<file path="src/rtl/timer_pkg.sv">
// constants shared by the timer core and its channel
package timer_pkg;
  localparam int NUM_TIMERS = 3;
  // register map, per timer: index = timer*8 + offset
  localparam logic [2:0] OFS_CTRL0 = 3'h0;
  localparam logic [2:0] OFS_CTRL1 = 3'h1;
  localparam logic [2:0] OFS_CNT_L = 3'h2;
  localparam logic [2:0] OFS_CNT_H = 3'h3;
  localparam logic [2:0] OFS_CMPA_L = 3'h4;
  localparam logic [2:0] OFS_CMPA_H = 3'h5;
  localparam logic [2:0] OFS_CMPP_L = 3'h6;
  localparam logic [2:0] OFS_CMPP_H = 3'h7;
  localparam logic [4:0] ADDR_FLAGS = 5'h18;
  localparam logic [4:0] ADDR_PINSEL = 5'h19;
  localparam logic [4:0] ADDR_TIMER_END = 5'h18;
  // field positions
  localparam int CTRL0_PAUSE = 7;
  localparam int CTRL0_CLK_LO = 4;
  localparam int CTRL0_EN = 3;
  localparam int CTRL0_CAPSRC = 1;
  localparam int CTRL1_MODE_LO = 6;
  localparam int CTRL1_IO_LO = 4;
  localparam int CTRL1_OUTINIT = 3;
  localparam int CTRL1_POL = 2;
  localparam int CTRL1_DPX = 1;
  localparam int CTRL1_CCLR = 0;
  localparam int FLAGS_P_LO = 3;
  // reset values and write masks
  localparam logic [7:0] CTRL_RST = 8'h00;
  localparam logic [7:0] CTRL0_MASK = 8'hFA;
  localparam logic [15:0] CMP_RST = 16'h0000;
  localparam logic [5:0] PINSEL_RST = 6'h00;
  // clock select codes
  localparam logic [2:0] CLK_SYS4 = 3'h0;
  localparam logic [2:0] CLK_SYS = 3'h1;
  localparam logic [2:0] CLK_HIGH16 = 3'h2;
  localparam logic [2:0] CLK_HIGH64 = 3'h3;
  localparam logic [2:0] CLK_EXT_RISE = 3'h6;
  localparam logic [2:0] CLK_EXT_FALL = 3'h7;
  // operating modes and io codes
  localparam logic [1:0] MODE_CMP = 2'h0;
  localparam logic [1:0] MODE_CAPTURE = 2'h1;
  localparam logic [1:0] MODE_PWM = 2'h2;
  localparam logic [1:0] MODE_TIMER = 2'h3;
  localparam logic [1:0] IO_LOW = 2'h1;
  localparam logic [1:0] IO_HIGH = 2'h2;
  localparam logic [1:0] IO_TOGGLE = 2'h3;
  localparam logic [1:0] IO_CAP_RISE = 2'h0;
  localparam logic [1:0] IO_CAP_FALL = 2'h1;
  localparam logic [1:0] IO_CAP_BOTH = 2'h2;
  localparam logic [1:0] IO_PWM_ACTIVE = 2'h1;
  localparam logic [1:0] IO_PWM_RUN = 2'h2;
  localparam logic [1:0] IO_SINGLE = 2'h3;
  typedef enum logic [2:0] {
    ST_OFF = 3'b001,
    ST_WAIT = 3'b010,
    ST_RUN = 3'b100
  } chan_state_t;
endpackage

</file>
<file path="src/rtl/timer_channel.sv">
// one timer: counter, comparators, output and capture logic
`timescale 1ns/100ps
`default_nettype none
module timer_channel
  import timer_pkg::*;
#(
  parameter bit HAS_CAPTURE = 1'b0,
  parameter bit HAS_PULSE = 1'b0,
  parameter bit EXT_CAPTURE = 1'b0
) (
  // clock and reset
  input wire logic ref_clk,
  input wire logic rst_n,
  // count enable and synchronised pin edges
  input wire logic tick,
  input wire logic extRise,
  input wire logic extFall,
  input wire logic capRise,
  input wire logic capFall,
  // configuration
  input wire logic enable,
  input wire logic pause,
  input wire logic capFromExt,
  input wire logic [1:0] mode,
  input wire logic [1:0] io,
  input wire logic outInit,
  input wire logic dutyPeriod,
  input wire logic clearOnA,
  input wire logic [15:0] cmpA,
  input wire logic [15:0] cmpP,
  // results
  output logic [15:0] count,
  output logic matchA,
  output logic matchP,
  output logic capEvent,
  output logic out
);
  chan_state_t state_r;
  logic [15:0] count_r;
  logic out_r;
  logic spMode, trigger, hit, clrHit, srcRise, srcFall, capEdge;
  logic [15:0] period, duty;

  assign spMode = HAS_PULSE && mode == MODE_PWM && io == IO_SINGLE;
  assign trigger = state_r == ST_WAIT && enable && extRise;
  assign hit = state_r == ST_RUN && enable && !pause && tick;
  assign matchA = hit && count_r == cmpA;
  assign matchP = hit && count_r == cmpP;
  // edge-aligned pwm: one compare sets the period, the other the duty
  assign period = (mode == MODE_PWM) ? (dutyPeriod ? cmpA : cmpP) : (clearOnA ? cmpA : cmpP);
  assign duty = dutyPeriod ? cmpP : cmpA;
  assign clrHit = hit && count_r == period && !spMode;
  assign srcRise = (EXT_CAPTURE && capFromExt) ? extRise : capRise;
  assign srcFall = (EXT_CAPTURE && capFromExt) ? extFall : capFall;
  assign capEdge = (srcRise && (io == IO_CAP_RISE || io == IO_CAP_BOTH))
                || (srcFall && (io == IO_CAP_FALL || io == IO_CAP_BOTH));
  assign capEvent = HAS_CAPTURE && mode == MODE_CAPTURE && state_r == ST_RUN && enable && capEdge;
  assign count = count_r;
  assign out = out_r;

  ////////////////////////////////////////////////////////////////////////
  always_ff @(posedge ref_clk) begin
    if (!rst_n) begin
      state_r <= ST_OFF;
    end else begin
      case (state_r)
        ST_OFF: if (enable) state_r <= spMode ? ST_WAIT : ST_RUN;
        ST_WAIT: begin
          if (!enable) state_r <= ST_OFF;
          else if (trigger) state_r <= ST_RUN;
        end
        ST_RUN: begin
          if (!enable) state_r <= ST_OFF;
          else if (spMode && matchA) state_r <= ST_WAIT;
        end
        default: state_r <= ST_OFF;
      endcase
    end
  end

  // counter keeps its value while off or paused
  always_ff @(posedge ref_clk) begin
    if (!rst_n) count_r <= 16'h0000;
    else if (state_r == ST_OFF && enable) count_r <= 16'h0000;
    else if (trigger) count_r <= 16'h0000;
    else if (clrHit) count_r <= 16'h0000;
    else if (hit) count_r <= count_r + 16'h0001;
  end

  always_ff @(posedge ref_clk) begin
    if (!rst_n) out_r <= 1'b0;
    else if (state_r == ST_OFF && enable) out_r <= (mode == MODE_PWM) ? !outInit : outInit;
    else if (mode == MODE_CMP) begin
      if (matchA) begin
        case (io)
          IO_LOW: out_r <= 1'b0;
          IO_HIGH: out_r <= 1'b1;
          IO_TOGGLE: out_r <= !out_r;
          default: out_r <= out_r;
        endcase
      end
    end else if (mode == MODE_PWM) begin
      if (spMode) begin
        if (trigger) out_r <= outInit;
        else if (matchA) out_r <= !outInit;
      end else begin
        case (io)
          IO_PWM_ACTIVE: out_r <= outInit;
          IO_PWM_RUN: out_r <= (count_r < duty) ? outInit : !outInit;
          default: out_r <= !outInit;
        endcase
      end
    end
  end

  ////////////////////////////////////////////////////////////////////////
  AST_ENABLE_CLEAR: assert property (@(posedge ref_clk) disable iff (!rst_n)
    (state_r == ST_OFF && enable) |=> (count_r == 16'h0000 && state_r != ST_OFF))
    else $error("counter not cleared on enable");
  AST_COUNT_UP: assert property (@(posedge ref_clk) disable iff (!rst_n)
    (hit && !clrHit && !(spMode && matchA)) |=> count_r == $past(count_r) + 16'h0001)
    else $error("counter did not advance by one");
  AST_MATCH_CLEAR: assert property (@(posedge ref_clk) disable iff (!rst_n)
    (mode != MODE_PWM && (clearOnA ? matchA : matchP)) |=> count_r == 16'h0000)
    else $error("period match did not clear counter");
  AST_TOGGLE: assert property (@(posedge ref_clk) disable iff (!rst_n)
    (mode == MODE_CMP && io == IO_TOGGLE && matchA) |=> out_r != $past(out_r))
    else $error("compare output did not toggle");
endmodule // timer_channel
`default_nettype wire

</file>
<file path="src/rtl/timer_module_common_core.sv">
// three timer modules (compact, standard, periodic) with register port and pins
// Behaviour
// - each timer runs a free count-up counter compared with programmed values
// - a compare match flags an interrupt, may clear counter, may change output
// - each timer has separate interrupt sources for comparator A and comparator P
// - three-bit clock select picks system ratio, high clock, sub clock or ext pin
// - ext pin clock counts on rising or falling edge as configured
// - standard and periodic single pulse mode use ext clock pin as trigger
// - standard and periodic capture edge selects rising, falling or both
// - periodic capture can take its ext clock pin instead of capture pin
// - two output pins per timer, second always inverse of the first
// - compare match output mode drives output high, low or toggles on match
// - pwm waveform appears on the same output pins as compare output
// - outputs reach a pin only when its pin-sharing selection is set
// - high byte read directly, low byte only through a shared 8-bit buffer
// - compare low write fills buffer; compare high write stores high and copies buffer to low
// - high read returns high and latches low into buffer; low read returns buffer
// - one edge-aligned pwm channel, duty or period adjustable
// - compact timer: 16-bit counter, compare, timer and pwm, no capture or pulse
// - exactly three timers: one compact, one standard, one periodic
// - counter clears when enable rises; software cannot alter it otherwise
`timescale 1ns/100ps
`default_nettype none
module timer_module_common_core
  import timer_pkg::*;
(
  // clock and reset
  input wire logic ref_clk,
  input wire logic rst_n,
  // register port
  input wire logic [4:0] regAddr,
  input wire logic [7:0] regWrData,
  input wire logic regWrEn,
  input wire logic regRdEn,
  output logic [7:0] regRdData,
  // input pins: ext clock index 0 compact, 1 standard, 2 periodic; capture index 0 standard, 1 periodic
  input wire logic subClockPin,
  input wire logic [2:0] extClockPin,
  input wire logic [1:0] capturePin,
  // output pins
  output logic [2:0] timerOut,
  output logic [2:0] timerOutInverted,
  output logic [2:0] timerOutEn,
  output logic [2:0] timerOutInvertedEn,
  // comparator interrupt requests
  output logic [2:0] irqA,
  output logic [2:0] irqP
);
  logic [7:0] ctrl0_r [NUM_TIMERS];
  logic [7:0] ctrl1_r [NUM_TIMERS];
  logic [15:0] cmpA_r [NUM_TIMERS];
  logic [15:0] cmpP_r [NUM_TIMERS];
  logic [7:0] hold_r [NUM_TIMERS];
  logic [15:0] count [NUM_TIMERS];
  logic [5:0] pinSel_r;
  logic [2:0] flagA_r;
  logic [2:0] flagP_r;
  logic [5:0] pre_r;
  logic [5:0] syncA_r;
  logic [5:0] syncB_r;
  logic [5:0] syncC_r;
  logic [7:0] regRdData_r;
  logic [2:0] timerOut_r;
  logic [2:0] timerOutInv_r;
  logic [2:0] timerOutEn_r;
  logic [2:0] timerOutInvEn_r;
  logic [2:0] matchA;
  logic [2:0] matchP;
  logic [2:0] capEvent;
  logic [2:0] chOut;
  logic [2:0] tick;
  logic [2:0] extRise;
  logic [2:0] extFall;
  logic [2:0] capRise;
  logic [2:0] capFall;
  logic subRise;
  logic tick4, tick16, tick64;
  logic flagClr;

  ////////////////////////////////////////////////////////////////////////
  // address decode for one timer register
  function automatic logic regHit(input logic [4:0] a, input int t, input logic [2:0] o);
    logic [1:0] tIdx;
    tIdx = t[1:0];
    return a == {tIdx, o};
  endfunction

  // count enable from the clock select field; high clock is the core clock here
  function automatic logic selTick(input logic [2:0] sel, input logic t4, input logic t16,
                                   input logic t64, input logic sub, input logic rise,
                                   input logic fall);
    case (sel)
      CLK_SYS4: return t4;
      CLK_SYS: return 1'b1;
      CLK_HIGH16: return t16;
      CLK_HIGH64: return t64;
      CLK_EXT_RISE: return rise;
      CLK_EXT_FALL: return fall;
      default: return sub;
    endcase
  endfunction

  ////////////////////////////////////////////////////////////////////////
  // pin synchronisers: bits 2..0 ext clock, 4..3 capture, 5 sub clock
  always_ff @(posedge ref_clk) begin
    if (!rst_n) begin
      syncA_r <= 6'h00;
      syncB_r <= 6'h00;
      syncC_r <= 6'h00;
    end else begin
      syncA_r <= {subClockPin, capturePin, extClockPin};
      syncB_r <= syncA_r;
      syncC_r <= syncB_r;
    end
  end

  assign extRise = syncB_r[2:0] & ~syncC_r[2:0];
  assign extFall = ~syncB_r[2:0] & syncC_r[2:0];
  assign capRise = {syncB_r[4:3] & ~syncC_r[4:3], 1'b0};
  assign capFall = {~syncB_r[4:3] & syncC_r[4:3], 1'b0};
  assign subRise = syncB_r[5] & ~syncC_r[5];

  // shared prescaler for the divided clock ratios
  always_ff @(posedge ref_clk) begin
    if (!rst_n) pre_r <= 6'h00;
    else pre_r <= pre_r + 6'h01;
  end

  assign tick4 = pre_r[1:0] == 2'h3;
  assign tick16 = pre_r[3:0] == 4'hF;
  assign tick64 = pre_r == 6'h3F;

  ////////////////////////////////////////////////////////////////////////
  // compact has no capture or pulse; only periodic may capture from its clock pin
  for (genvar g = 0; g < NUM_TIMERS; g++) begin : gTimer
    assign tick[g] = selTick(ctrl0_r[g][CTRL0_CLK_LO +: 3], tick4, tick16, tick64, subRise,
                             extRise[g], extFall[g]);
    timer_channel #(
      .HAS_CAPTURE(g != 0),
      .HAS_PULSE(g != 0),
      .EXT_CAPTURE(g == 2)
    ) uChan (
      .ref_clk(ref_clk),
      .rst_n(rst_n),
      .tick(tick[g]),
      .extRise(extRise[g]),
      .extFall(extFall[g]),
      .capRise(capRise[g]),
      .capFall(capFall[g]),
      .enable(ctrl0_r[g][CTRL0_EN]),
      .pause(ctrl0_r[g][CTRL0_PAUSE]),
      .capFromExt(ctrl0_r[g][CTRL0_CAPSRC]),
      .mode(ctrl1_r[g][CTRL1_MODE_LO +: 2]),
      .io(ctrl1_r[g][CTRL1_IO_LO +: 2]),
      .outInit(ctrl1_r[g][CTRL1_OUTINIT]),
      .dutyPeriod(ctrl1_r[g][CTRL1_DPX]),
      .clearOnA(ctrl1_r[g][CTRL1_CCLR]),
      .cmpA(cmpA_r[g]),
      .cmpP(cmpP_r[g]),
      .count(count[g]),
      .matchA(matchA[g]),
      .matchP(matchP[g]),
      .capEvent(capEvent[g]),
      .out(chOut[g])
    );
  end

  ////////////////////////////////////////////////////////////////////////
  // control registers
  always_ff @(posedge ref_clk) begin
    if (!rst_n) begin
      for (int i = 0; i < NUM_TIMERS; i++) begin
        ctrl0_r[i] <= CTRL_RST;
        ctrl1_r[i] <= CTRL_RST;
      end
    end else if (regWrEn) begin
      for (int i = 0; i < NUM_TIMERS; i++) begin
        if (regHit(regAddr, i, OFS_CTRL0)) ctrl0_r[i] <= regWrData & CTRL0_MASK;
        if (regHit(regAddr, i, OFS_CTRL1)) ctrl1_r[i] <= regWrData;
      end
    end
  end

  // compare registers; a capture wins over a software write in the same cycle
  always_ff @(posedge ref_clk) begin
    if (!rst_n) begin
      for (int i = 0; i < NUM_TIMERS; i++) begin
        cmpA_r[i] <= CMP_RST;
        cmpP_r[i] <= CMP_RST;
      end
    end else begin
      for (int i = 0; i < NUM_TIMERS; i++) begin
        if (capEvent[i]) cmpA_r[i] <= count[i];
        else if (regWrEn && regHit(regAddr, i, OFS_CMPA_H)) cmpA_r[i] <= {regWrData, hold_r[i]};
        if (regWrEn && regHit(regAddr, i, OFS_CMPP_H)) cmpP_r[i] <= {regWrData, hold_r[i]};
      end
    end
  end

  // one holding buffer per timer, shared by all its register pairs
  always_ff @(posedge ref_clk) begin
    if (!rst_n) begin
      for (int i = 0; i < NUM_TIMERS; i++) hold_r[i] <= 8'h00;
    end else begin
      for (int i = 0; i < NUM_TIMERS; i++) begin
        if (regWrEn && (regHit(regAddr, i, OFS_CMPA_L) || regHit(regAddr, i, OFS_CMPP_L)))
          hold_r[i] <= regWrData;
        if (regRdEn && regHit(regAddr, i, OFS_CNT_H)) hold_r[i] <= count[i][7:0];
        if (regRdEn && regHit(regAddr, i, OFS_CMPA_H)) hold_r[i] <= cmpA_r[i][7:0];
        if (regRdEn && regHit(regAddr, i, OFS_CMPP_H)) hold_r[i] <= cmpP_r[i][7:0];
      end
    end
  end

  assign flagClr = regWrEn && regAddr == ADDR_FLAGS;

  // sticky flags, write one to clear; a new match beats the clear
  always_ff @(posedge ref_clk) begin
    if (!rst_n) begin
      flagA_r <= 3'h0;
      flagP_r <= 3'h0;
    end else begin
      flagA_r <= (flagA_r & ~({3{flagClr}} & regWrData[2:0])) | matchA | capEvent;
      flagP_r <= (flagP_r & ~({3{flagClr}} & regWrData[FLAGS_P_LO +: 3])) | matchP;
    end
  end

  always_ff @(posedge ref_clk) begin
    if (!rst_n) pinSel_r <= PINSEL_RST;
    else if (regWrEn && regAddr == ADDR_PINSEL) pinSel_r <= regWrData[5:0];
  end

  ////////////////////////////////////////////////////////////////////////
  // read data valid only in the cycle after the strobe; counter is read-only
  always_ff @(posedge ref_clk) begin
    if (!rst_n) regRdData_r <= 8'h00;
    else begin
      regRdData_r <= 8'h00;
      if (regRdEn) begin
        if (regAddr == ADDR_FLAGS) regRdData_r <= {2'h0, flagP_r, flagA_r};
        else if (regAddr == ADDR_PINSEL) regRdData_r <= {2'h0, pinSel_r};
        else if (regAddr < ADDR_TIMER_END) begin
          case (regAddr[2:0])
            OFS_CTRL0: regRdData_r <= ctrl0_r[regAddr[4:3]];
            OFS_CTRL1: regRdData_r <= ctrl1_r[regAddr[4:3]];
            OFS_CNT_H: regRdData_r <= count[regAddr[4:3]][15:8];
            OFS_CMPA_H: regRdData_r <= cmpA_r[regAddr[4:3]][15:8];
            OFS_CMPP_H: regRdData_r <= cmpP_r[regAddr[4:3]][15:8];
            default: regRdData_r <= hold_r[regAddr[4:3]];
          endcase
        end
      end
    end
  end

  // pins: polarity applied, inverse pin derived, enables follow pin-sharing selection
  always_ff @(posedge ref_clk) begin
    if (!rst_n) begin
      timerOut_r <= 3'h0;
      timerOutInv_r <= 3'h7;
      timerOutEn_r <= 3'h0;
      timerOutInvEn_r <= 3'h0;
    end else begin
      for (int i = 0; i < NUM_TIMERS; i++) begin
        timerOut_r[i] <= chOut[i] ^ ctrl1_r[i][CTRL1_POL];
        timerOutInv_r[i] <= !(chOut[i] ^ ctrl1_r[i][CTRL1_POL]);
      end
      timerOutEn_r <= pinSel_r[2:0];
      timerOutInvEn_r <= pinSel_r[5:3];
    end
  end

  assign regRdData = regRdData_r;
  assign timerOut = timerOut_r;
  assign timerOutInverted = timerOutInv_r;
  assign timerOutEn = timerOutEn_r;
  assign timerOutInvertedEn = timerOutInvEn_r;
  assign irqA = flagA_r;
  assign irqP = flagP_r;

  ////////////////////////////////////////////////////////////////////////
  AST_INVERSE_PIN: assert property (@(posedge ref_clk) disable iff (!rst_n)
    timerOutInverted == ~timerOut)
    else $error("inverted output not the inverse");
  AST_MATCH_P_FLAG: assert property (@(posedge ref_clk) disable iff (!rst_n)
    (matchP[0] && !flagClr) |=> irqP[0]
      && irqA[0] == ($past(irqA[0]) || $past(matchA[0] || capEvent[0])))
    else $error("P match did not raise its own flag");
  AST_FLAG_HOLDS: assert property (@(posedge ref_clk) disable iff (!rst_n)
    (flagA_r[1] && !(flagClr && regWrData[1])) |=> flagA_r[1])
    else $error("flag lost without a clear");
  AST_LOW_WRITE: assert property (@(posedge ref_clk) disable iff (!rst_n)
    (regWrEn && regAddr == {2'h0, OFS_CMPA_L}) |=> hold_r[0] == $past(regWrData)
      && cmpA_r[0] == $past(cmpA_r[0]))
    else $error("low write did not only fill the buffer");
  AST_HIGH_WRITE: assert property (@(posedge ref_clk) disable iff (!rst_n)
    (regWrEn && regAddr == {2'h0, OFS_CMPA_H}) |=> cmpA_r[0] == {$past(regWrData), $past(hold_r[0])})
    else $error("high write did not pair with buffer");
  AST_HIGH_READ: assert property (@(posedge ref_clk) disable iff (!rst_n)
    (regRdEn && regAddr == {2'h0, OFS_CNT_H}) |=> regRdData == $past(count[0][15:8])
      && hold_r[0] == $past(count[0][7:0]))
    else $error("high read did not latch low byte");
  AST_PIN_GATE: assert property (@(posedge ref_clk) disable iff (!rst_n)
    !pinSel_r[0] |=> !timerOutEn[0])
    else $error("output enabled without pin selection");
  AST_PIN_INV_GATE: assert property (@(posedge ref_clk) disable iff (!rst_n)
    !pinSel_r[3] |=> !timerOutInvertedEn[0])
    else $error("inverted output enabled without pin selection");
  AST_MATCH_A_FLAG: assert property (@(posedge ref_clk) disable iff (!rst_n)
    matchA[0] |=> irqA[0])
    else $error("A match did not raise its flag");
  AST_FLAG_CLEAR: assert property (@(posedge ref_clk) disable iff (!rst_n)
    (flagClr && regWrData[0] && !matchA[0] && !capEvent[0]) |=> !irqA[0])
    else $error("flag not cleared by software");
  AST_P_FLAG_HOLDS: assert property (@(posedge ref_clk) disable iff (!rst_n)
    (flagP_r[0] && !(flagClr && regWrData[FLAGS_P_LO])) |=> flagP_r[0])
    else $error("P flag lost without a clear");
  AST_LOW_READ: assert property (@(posedge ref_clk) disable iff (!rst_n)
    (regRdEn && regAddr == {2'h0, OFS_CNT_L}) |=> regRdData == $past(hold_r[0]))
    else $error("low read did not return the buffer");
  AST_CMPP_WRITE: assert property (@(posedge ref_clk) disable iff (!rst_n)
    (regWrEn && regAddr == {2'h1, OFS_CMPP_H}) |=> cmpP_r[1] == {$past(regWrData), $past(hold_r[1])})
    else $error("P high write did not pair with buffer");
  AST_CMPA_READ: assert property (@(posedge ref_clk) disable iff (!rst_n)
    (regRdEn && regAddr == {2'h1, OFS_CMPA_H}) |=> hold_r[1] == $past(cmpA_r[1][7:0]))
    else $error("A high read did not latch low byte");
  AST_CAPTURE_COPY: assert property (@(posedge ref_clk) disable iff (!rst_n)
    capEvent[1] |=> cmpA_r[1] == $past(count[1]) && irqA[1])
    else $error("capture did not store the count");
  AST_EXT_SOURCE: assert property (@(posedge ref_clk) disable iff (!rst_n)
    (!ctrl0_r[2][CTRL0_CAPSRC] && !capRise[2] && !capFall[2]) |-> !capEvent[2])
    else $error("capture taken from the wrong pin");
  AST_CMP_HIGH: assert property (@(posedge ref_clk) disable iff (!rst_n)
    (matchA[0] && ctrl1_r[0][CTRL1_IO_LO +: 4] == {MODE_CMP, IO_HIGH} && !ctrl1_r[0][CTRL1_POL])
    |=> ##1 timerOut[0])
    else $error("compare match did not drive output high");
  AST_COUNT_READ_ONLY: assert property (@(posedge ref_clk) disable iff (!rst_n)
    (regWrEn && regAddr == {2'h0, OFS_CNT_H} && !tick[0] && $past(ctrl0_r[0][CTRL0_EN]))
    |=> count[0] == $past(count[0]))
    else $error("software write altered the counter");
endmodule // timer_module_common_core
`default_nettype wire

</file>
<file path="config.mk">
export PLATFORM = sky130hd
export DESIGN_NAME = timer_module_common_core
export DESIGN_NICKNAME = d
export VERILOG_FILES = /design/src/rtl/timer_pkg.sv /design/src/rtl/timer_channel.sv /design/src/rtl/timer_module_common_core.sv
export SDC_FILE = /design/constraint.sdc
export NUM_CORES = 1
export LEC_CHECK = 0
export BUFFER_PORTS_ARGS = -buffer_cell sky130_fd_sc_hd__buf_2
export CAP_MARGIN = 20
export CORE_MARGIN = 4
export CORE_UTILIZATION = 51
export CTS_BUF_LIST = sky130_fd_sc_hd__clkbuf_16
export DETAILED_ROUTE_END_ITERATION = 7
export GPL_ROUTABILITY_DRIVEN = 0
export PLACE_DENSITY = 0.67
export RECOVER_POWER = 100
export SLEW_MARGIN = 40
export SYNTH_ARGS = -nofsm -noshare
export SYNTH_HDL_FRONTEND = slang
export SYNTH_SLANG_ARGS = --single-unit
</file>
<file path="constraint.sdc">
create_clock -name ref_clk -period 9.03 [get_ports ref_clk]
set_input_delay 0 -clock ref_clk [delete_from_list [all_inputs] [get_ports ref_clk]]
set_output_delay 0 -clock ref_clk [all_outputs]
set_load 0.02 [all_outputs]
</file>
# == Word level (Yosys, flattened, before mapping) ==
# Memory sizes are Yosys's and may differ from the RTL's.
# Cells that the tools add are included.
# word_totals
reg_bits,116
ram_bits,162
inputBits,23
out_inout_bits,26
memories,5
# memory_table
name,depth,width,read_ports,rd_ports_with_merged_regs,write_ports,line_no,source
cmpA_r,3,16,4,0,3,timer_module_common_core.sv:51,logic [15:0] cmpA_r [NUM_TIMERS];
cmpP_r,3,16,4,0,3,timer_module_common_core.sv:52,logic [15:0] cmpP_r [NUM_TIMERS];
ctrl1_r,3,8,4,0,3,timer_module_common_core.sv:50,logic [7:0] ctrl1_r [NUM_TIMERS];
hold_r,3,8,4,0,3,timer_module_common_core.sv:53,logic [7:0] hold_r [NUM_TIMERS];
ctrl0_r,3,6,4,0,3,timer_module_common_core.sv:49,logic [7:0] ctrl0_r [NUM_TIMERS];
# classes
add_sub_neg,4
n_lt_le_gt_ge,5
n_eq_ne,93
mux,186
bitwise_logic,52
reduce_logical,110
# op_table
op,n
16-bit 2-to-1 mux,22
16-bit == test,9
8-bit 2-to-1 mux,15
1-bit 2-to-1 mux,113
1-bit logical AND,63
16-bit by 1-bit adder with 16-bit output (second input constant),3
16-bit < comparator,3
3-bit 2-to-1 mux,16
5-bit == test (second input constant),9
8-bit one-hot mux with 5 select lines,1
6-bit 2-to-1 mux,6
5-bit by 4-bit == test with 1-bit output (second input constant),7
3-bit == test (second input constant),11
16-bit binary-select mux with 2-bit select,1
3-bit by 2-bit == test with 1-bit output (second input constant),10
3-bit one-hot mux with 3 select lines,3
1-bit OR,26
3-bit by 1-bit == test with 1-bit output (second input constant),7
2-bit == test (second input constant),10
5-bit by 3-bit == test with 1-bit output (second input constant),4
3-bit AND,6
1-bit one-hot mux with 6 select lines,3
3-bit inequality test (second input constant),5
1-bit logical NOT,14
other kinds (34),83

# == Depth between registers and ports, before layout ==
# depth
depth_word,11
ltp_mapped,10
depth_no_buf,8

# == Cells and area by module ==
# From an unflattened synthesis, not the netlist that was laid out.
# unflattened
cells_unflattened,1670
area_unflattened_um2,16579.7
# modules_own_cells
module,n_inst,cells_each,area_per_inst_um2,seq_area_each_um2
timer_module_common_core,1,940,10396.2,5985.7
timer_channel at gTimer[2].uChan,1,251,2142.1,400.4
timer_channel at gTimer[1].uChan,1,250,2112.0,400.4
timer_channel at gTimer[0].uChan,1,229,1929.4,380.4

# == Least setup slack after synthesis ==
# OpenSTA, ideal clock, no wires.
# synth_timing
path_type,register to register
start,mem ctrl1_r[1][1]
end,reg gTimer[1].uChan.out_r
arrival_ps,2763
slack_ps,6172
stages_incl_launch_ff,11
synth_period_minus_slack_ps,2858
path_cell_list,edfxtp_1 buf_2 buf_1 mux2i_1 ha_1 and4_1 a221oi_1 o211ai_1 a2111oi_2 mux2i_1 a221oi_1
# synth_rtl
element,line_no,source
start: declaration,timer_module_common_core.sv:50,
end signal: assignment,timer_channel.sv:92,else if (state_r == ST_OFF && enable) out_r <= (mode == MODE_PWM) ? !outInit : outInit;
end signal: assignment,timer_channel.sv:98,IO_TOGGLE: out_r <= !out_r;
end signal: assignment,timer_channel.sv:99,default: out_r <= out_r;
end: declaration,timer_channel.sv:40,logic out_r;

==> metrics.cfg <==
[timing]
slew_violations = 171
period_share = 0.502
holdWs_ps = 178
final.setup_skew_ps = 12.3
fin_tns_setup_ps = 0
max_freq_ghz = 0.220
relSlewSlack = -0.732
finalSetupViolCount = 0
hold_viol_final = 0
worst_pin_slew_ps = 2600
rsz0062_at_grt = false
min_period_ps = 4540
setup_slack_ps = 4490

[yosys]
synth-async-reset-ratio = 0
synth_simple_gate_area_frac = 0.195
synthCells = 1686
synthXorXnorAreaFrac = 0.0734
synthMuxAreaShare = 0.0900
synthAdderAreaFrac = 0.0459
yosysWarnings = 0
ys_ff_latch = 277
synth_top_family_by_area = simple AND/OR/NAND/NOR gates
synth_edf_count = 162
yosysUniqueCellTypes = 80
ys.flop_type = edfxtp_1
syn_area_um2 = 16400
ys_seq_area_frac = 0.438
syn_nets = 1769
synth-compound-area-share = 0.119
synth.avg_cell_area_um2 = 9.70

[cts]
clock_latency_ps = 560
post_cts_buffers = 0
cts-root-buf = clkbuf_16
cts_buffers = 29
clock_sinks = 277
h-tree-depth = 1
cts.clk_slew.worst_paths_ps = 60
cts_tree = yes
clk_path_buf_depth = 3

[power]
ir_worst_vdd_mv = 0.155
power.leakage_nw = 6.62
power_density_nw_per_um2 = 162

[floorplanning]
rows = 65
die_w_um = 187
die-area_um2 = 35000
core_um2 = 31600
start_util = 0.518
die_h_um = 187
ioPinCount = 49

[worst_hold_path]
hold_depth = 3
holdPathEnd = syncA_r[5]$_SDFF_PN0_
hp-start = subClockPin
hold_class = input pin to register

[route]
wirelength_um = 50500
routedWlPerCell_um = 23.9
vias = 13325
viasPerCell = 6.32
postRouteAntennaNets = 0
dr.pass1.iters = 6
drc = 0
dr.first_iter.drc_count = 1505

[worst_setup_path]
arrival_ps = 4810
cp-start-kind = input pin
cp-end-kind = register
reg2reg_depth = 6
reg2reg_to = gTimer[1].uChan.count[3]$_SDFFE_PP0P_
cp.required_ps = 9310
crit_type = input pin to register
r2r-start = pre_r[0]$_SDFF_PN0_
cp_max_fo = 56
ff2ff_setup_slack_ps = 5500

[finish]
layout-drive-gt1-share = 0.0640
final_cell_area_um2 = 17700
final_cell_mix = 162 x edfxtp_1, 141 x nor2_1, 129 x mux2i_1
area.growth.synth_to_final_pct = 8.42
layout_commonest_cell = edfxtp_1
instances_no_fill = 2108
nNetsFinal = 1764

[global_route]
antenna_found_initial = 1
global_route.overflow_total = 0
grt_max_degree = 57
track_usage = 0.278
first_global_vias = 12837
grt_first_pass_wirelength_um = 77300

[placement]
port_buffers = 48
place_area_um2 = 16800
place_hpwl_um = 36700
post-place-cells = 2033
place_ws_ps = 5950

[run]
cap_viol_max_count = 7

[run_status]
violations = max-capacitance violations, max-slew violations
status = complete, but fails checks

[flip-flops by register name, indices dropped and copies added, names as in the netlist, 8 cells and up]
| register | cells |
|---|---|
| cmpA_r | 48 |
| cmpP_r | 48 |
| gTimer.uChan.count | 48 |
| ctrl1_r | 24 |
| hold_r | 24 |
| ctrl0_r | 18 |
| gTimer.uChan.state_r | 8 |
| regRdData | 8 |
[worst max-delay path: stages]
cell and delay (ps):
buf_2 70, clkbuf_1 1820, nand2_1 760, nor3_1 1750, a211oi_1 110, a21oi_1 210, nor2_1 60
[stage by stage]
step                      power, W   util
final                      0.00287  0.562
after global placement     0.00175  0.530
after global routing       0.00296  0.562
after detailed placement   0.00176  0.532
after floorplan            0.00165      -
after CTS                  0.00288  0.566
[synth_stat cells, types with 14 or more instances]
| library cell | n | area (um^2) |
|---|---|---|
| nor2b_1 | 15 | 93.8 |
| o21ai_1 | 17 | 85.1 |
| and3_1 | 14 | 87.6 |
| nor2_1 | 142 | 533 |
| nand2_1 | 125 | 469 |
| edfxtp_1 | 162 | 4860 |
| o21ai_0 | 40 | 200 |
| buf_2 | 32 | 160 |
| and2_1 | 91 | 569 |
| clkbuf_1 | 82 | 308 |
| ha_1 | 60 | 751 |
| dfxtp_1 | 115 | 2300 |
| a211oi_1 | 19 | 143 |
| inv_1 | 32 | 120 |
| nand2b_1 | 17 | 106 |
| nor3_1 | 38 | 190 |
| nand3_1 | 65 | 325 |
| a21oi_1 | 82 | 410 |
| mux2i_1 | 129 | 1290 |
| nor4_1 | 34 | 213 |
| a22oi_1 | 19 | 143 |
| nand4_1 | 23 | 144 |
| o22ai_1 | 24 | 150 |
| xor2_1 | 70 | 613 |
| xnor2_1 | 67 | 587 |
[area by class of cell]
| class | count | area (um^2) |
|---|---|---|
| Antenna cell | 2 | 5.00 |
| Inverter | 34 | 128 |
| Sequential cell | 277 | 7170 |
| Tap cell | 402 | 503 |
| Clock inverter | 24 | 126 |
| Timing Repair Buffer | 87 | 513 |
| Multi-Input combinational cell | 1252 | 8540 |
| Clock buffer | 30 | 751 |
| Fill cell | 2816 | 13800 |
[power by group]
group	switching, W	total (W)	internal [W]	leakage (nW)
Clock	0.000518	0.00112	0.000604	0.453
Sequential	0.0000659	0.00146	0.00139	2.54
Combinational	0.000184	0.000290	0.000106	3.63
[layer usage]
layer	vias up	share of wire	global-route usage
li1	6103	-	-
met4	0	0.057	0.130
met3	175	0.096	0.0564
met5	-	0	0
met1	6332	0.41	0.375
met2	715	0.44	0.432
[cell families after synthesis]
| group | Yosys count |
|---|---|
| simple gates | 620 |
| compound gates | 291 |
| flops | 277 |
| buf+inv | 157 |
| mux | 144 |
| xor+xnor | 137 |
| fa+ha+maj | 60 |
[timing repair]
action / CTS / global route
endpoints found under the hold margin: 25 / 0
hold buffers: 17 / 0
resized for setup: 0 / 0
[worst max-delay path by stage]
stage                                        from                          endpoint  slack [ps]  cells after the start
after floorplan           ctrl1_r[1][1]$_DFFE_PP_  gTimer[1].uChan.out$_SDFFE_PN0P_        6170                     10
after global placement    ctrl1_r[1][1]$_DFFE_PP_  gTimer[1].uChan.out$_SDFFE_PN0P_        5990                      8
after detailed placement  ctrl1_r[1][1]$_DFFE_PP_  gTimer[1].uChan.out$_SDFFE_PN0P_        5950                      8
after CTS                 ctrl1_r[1][1]$_DFFE_PP_  gTimer[1].uChan.out$_SDFFE_PN0P_        5920                      8
after global routing                        rst_n        hold_r[0][7]$_SDFFCE_PP0P_        4130                      7
final                                       rst_n        hold_r[0][2]$_SDFFCE_PP0P_        4490                      7
Power figures use the tool's default switching activity.
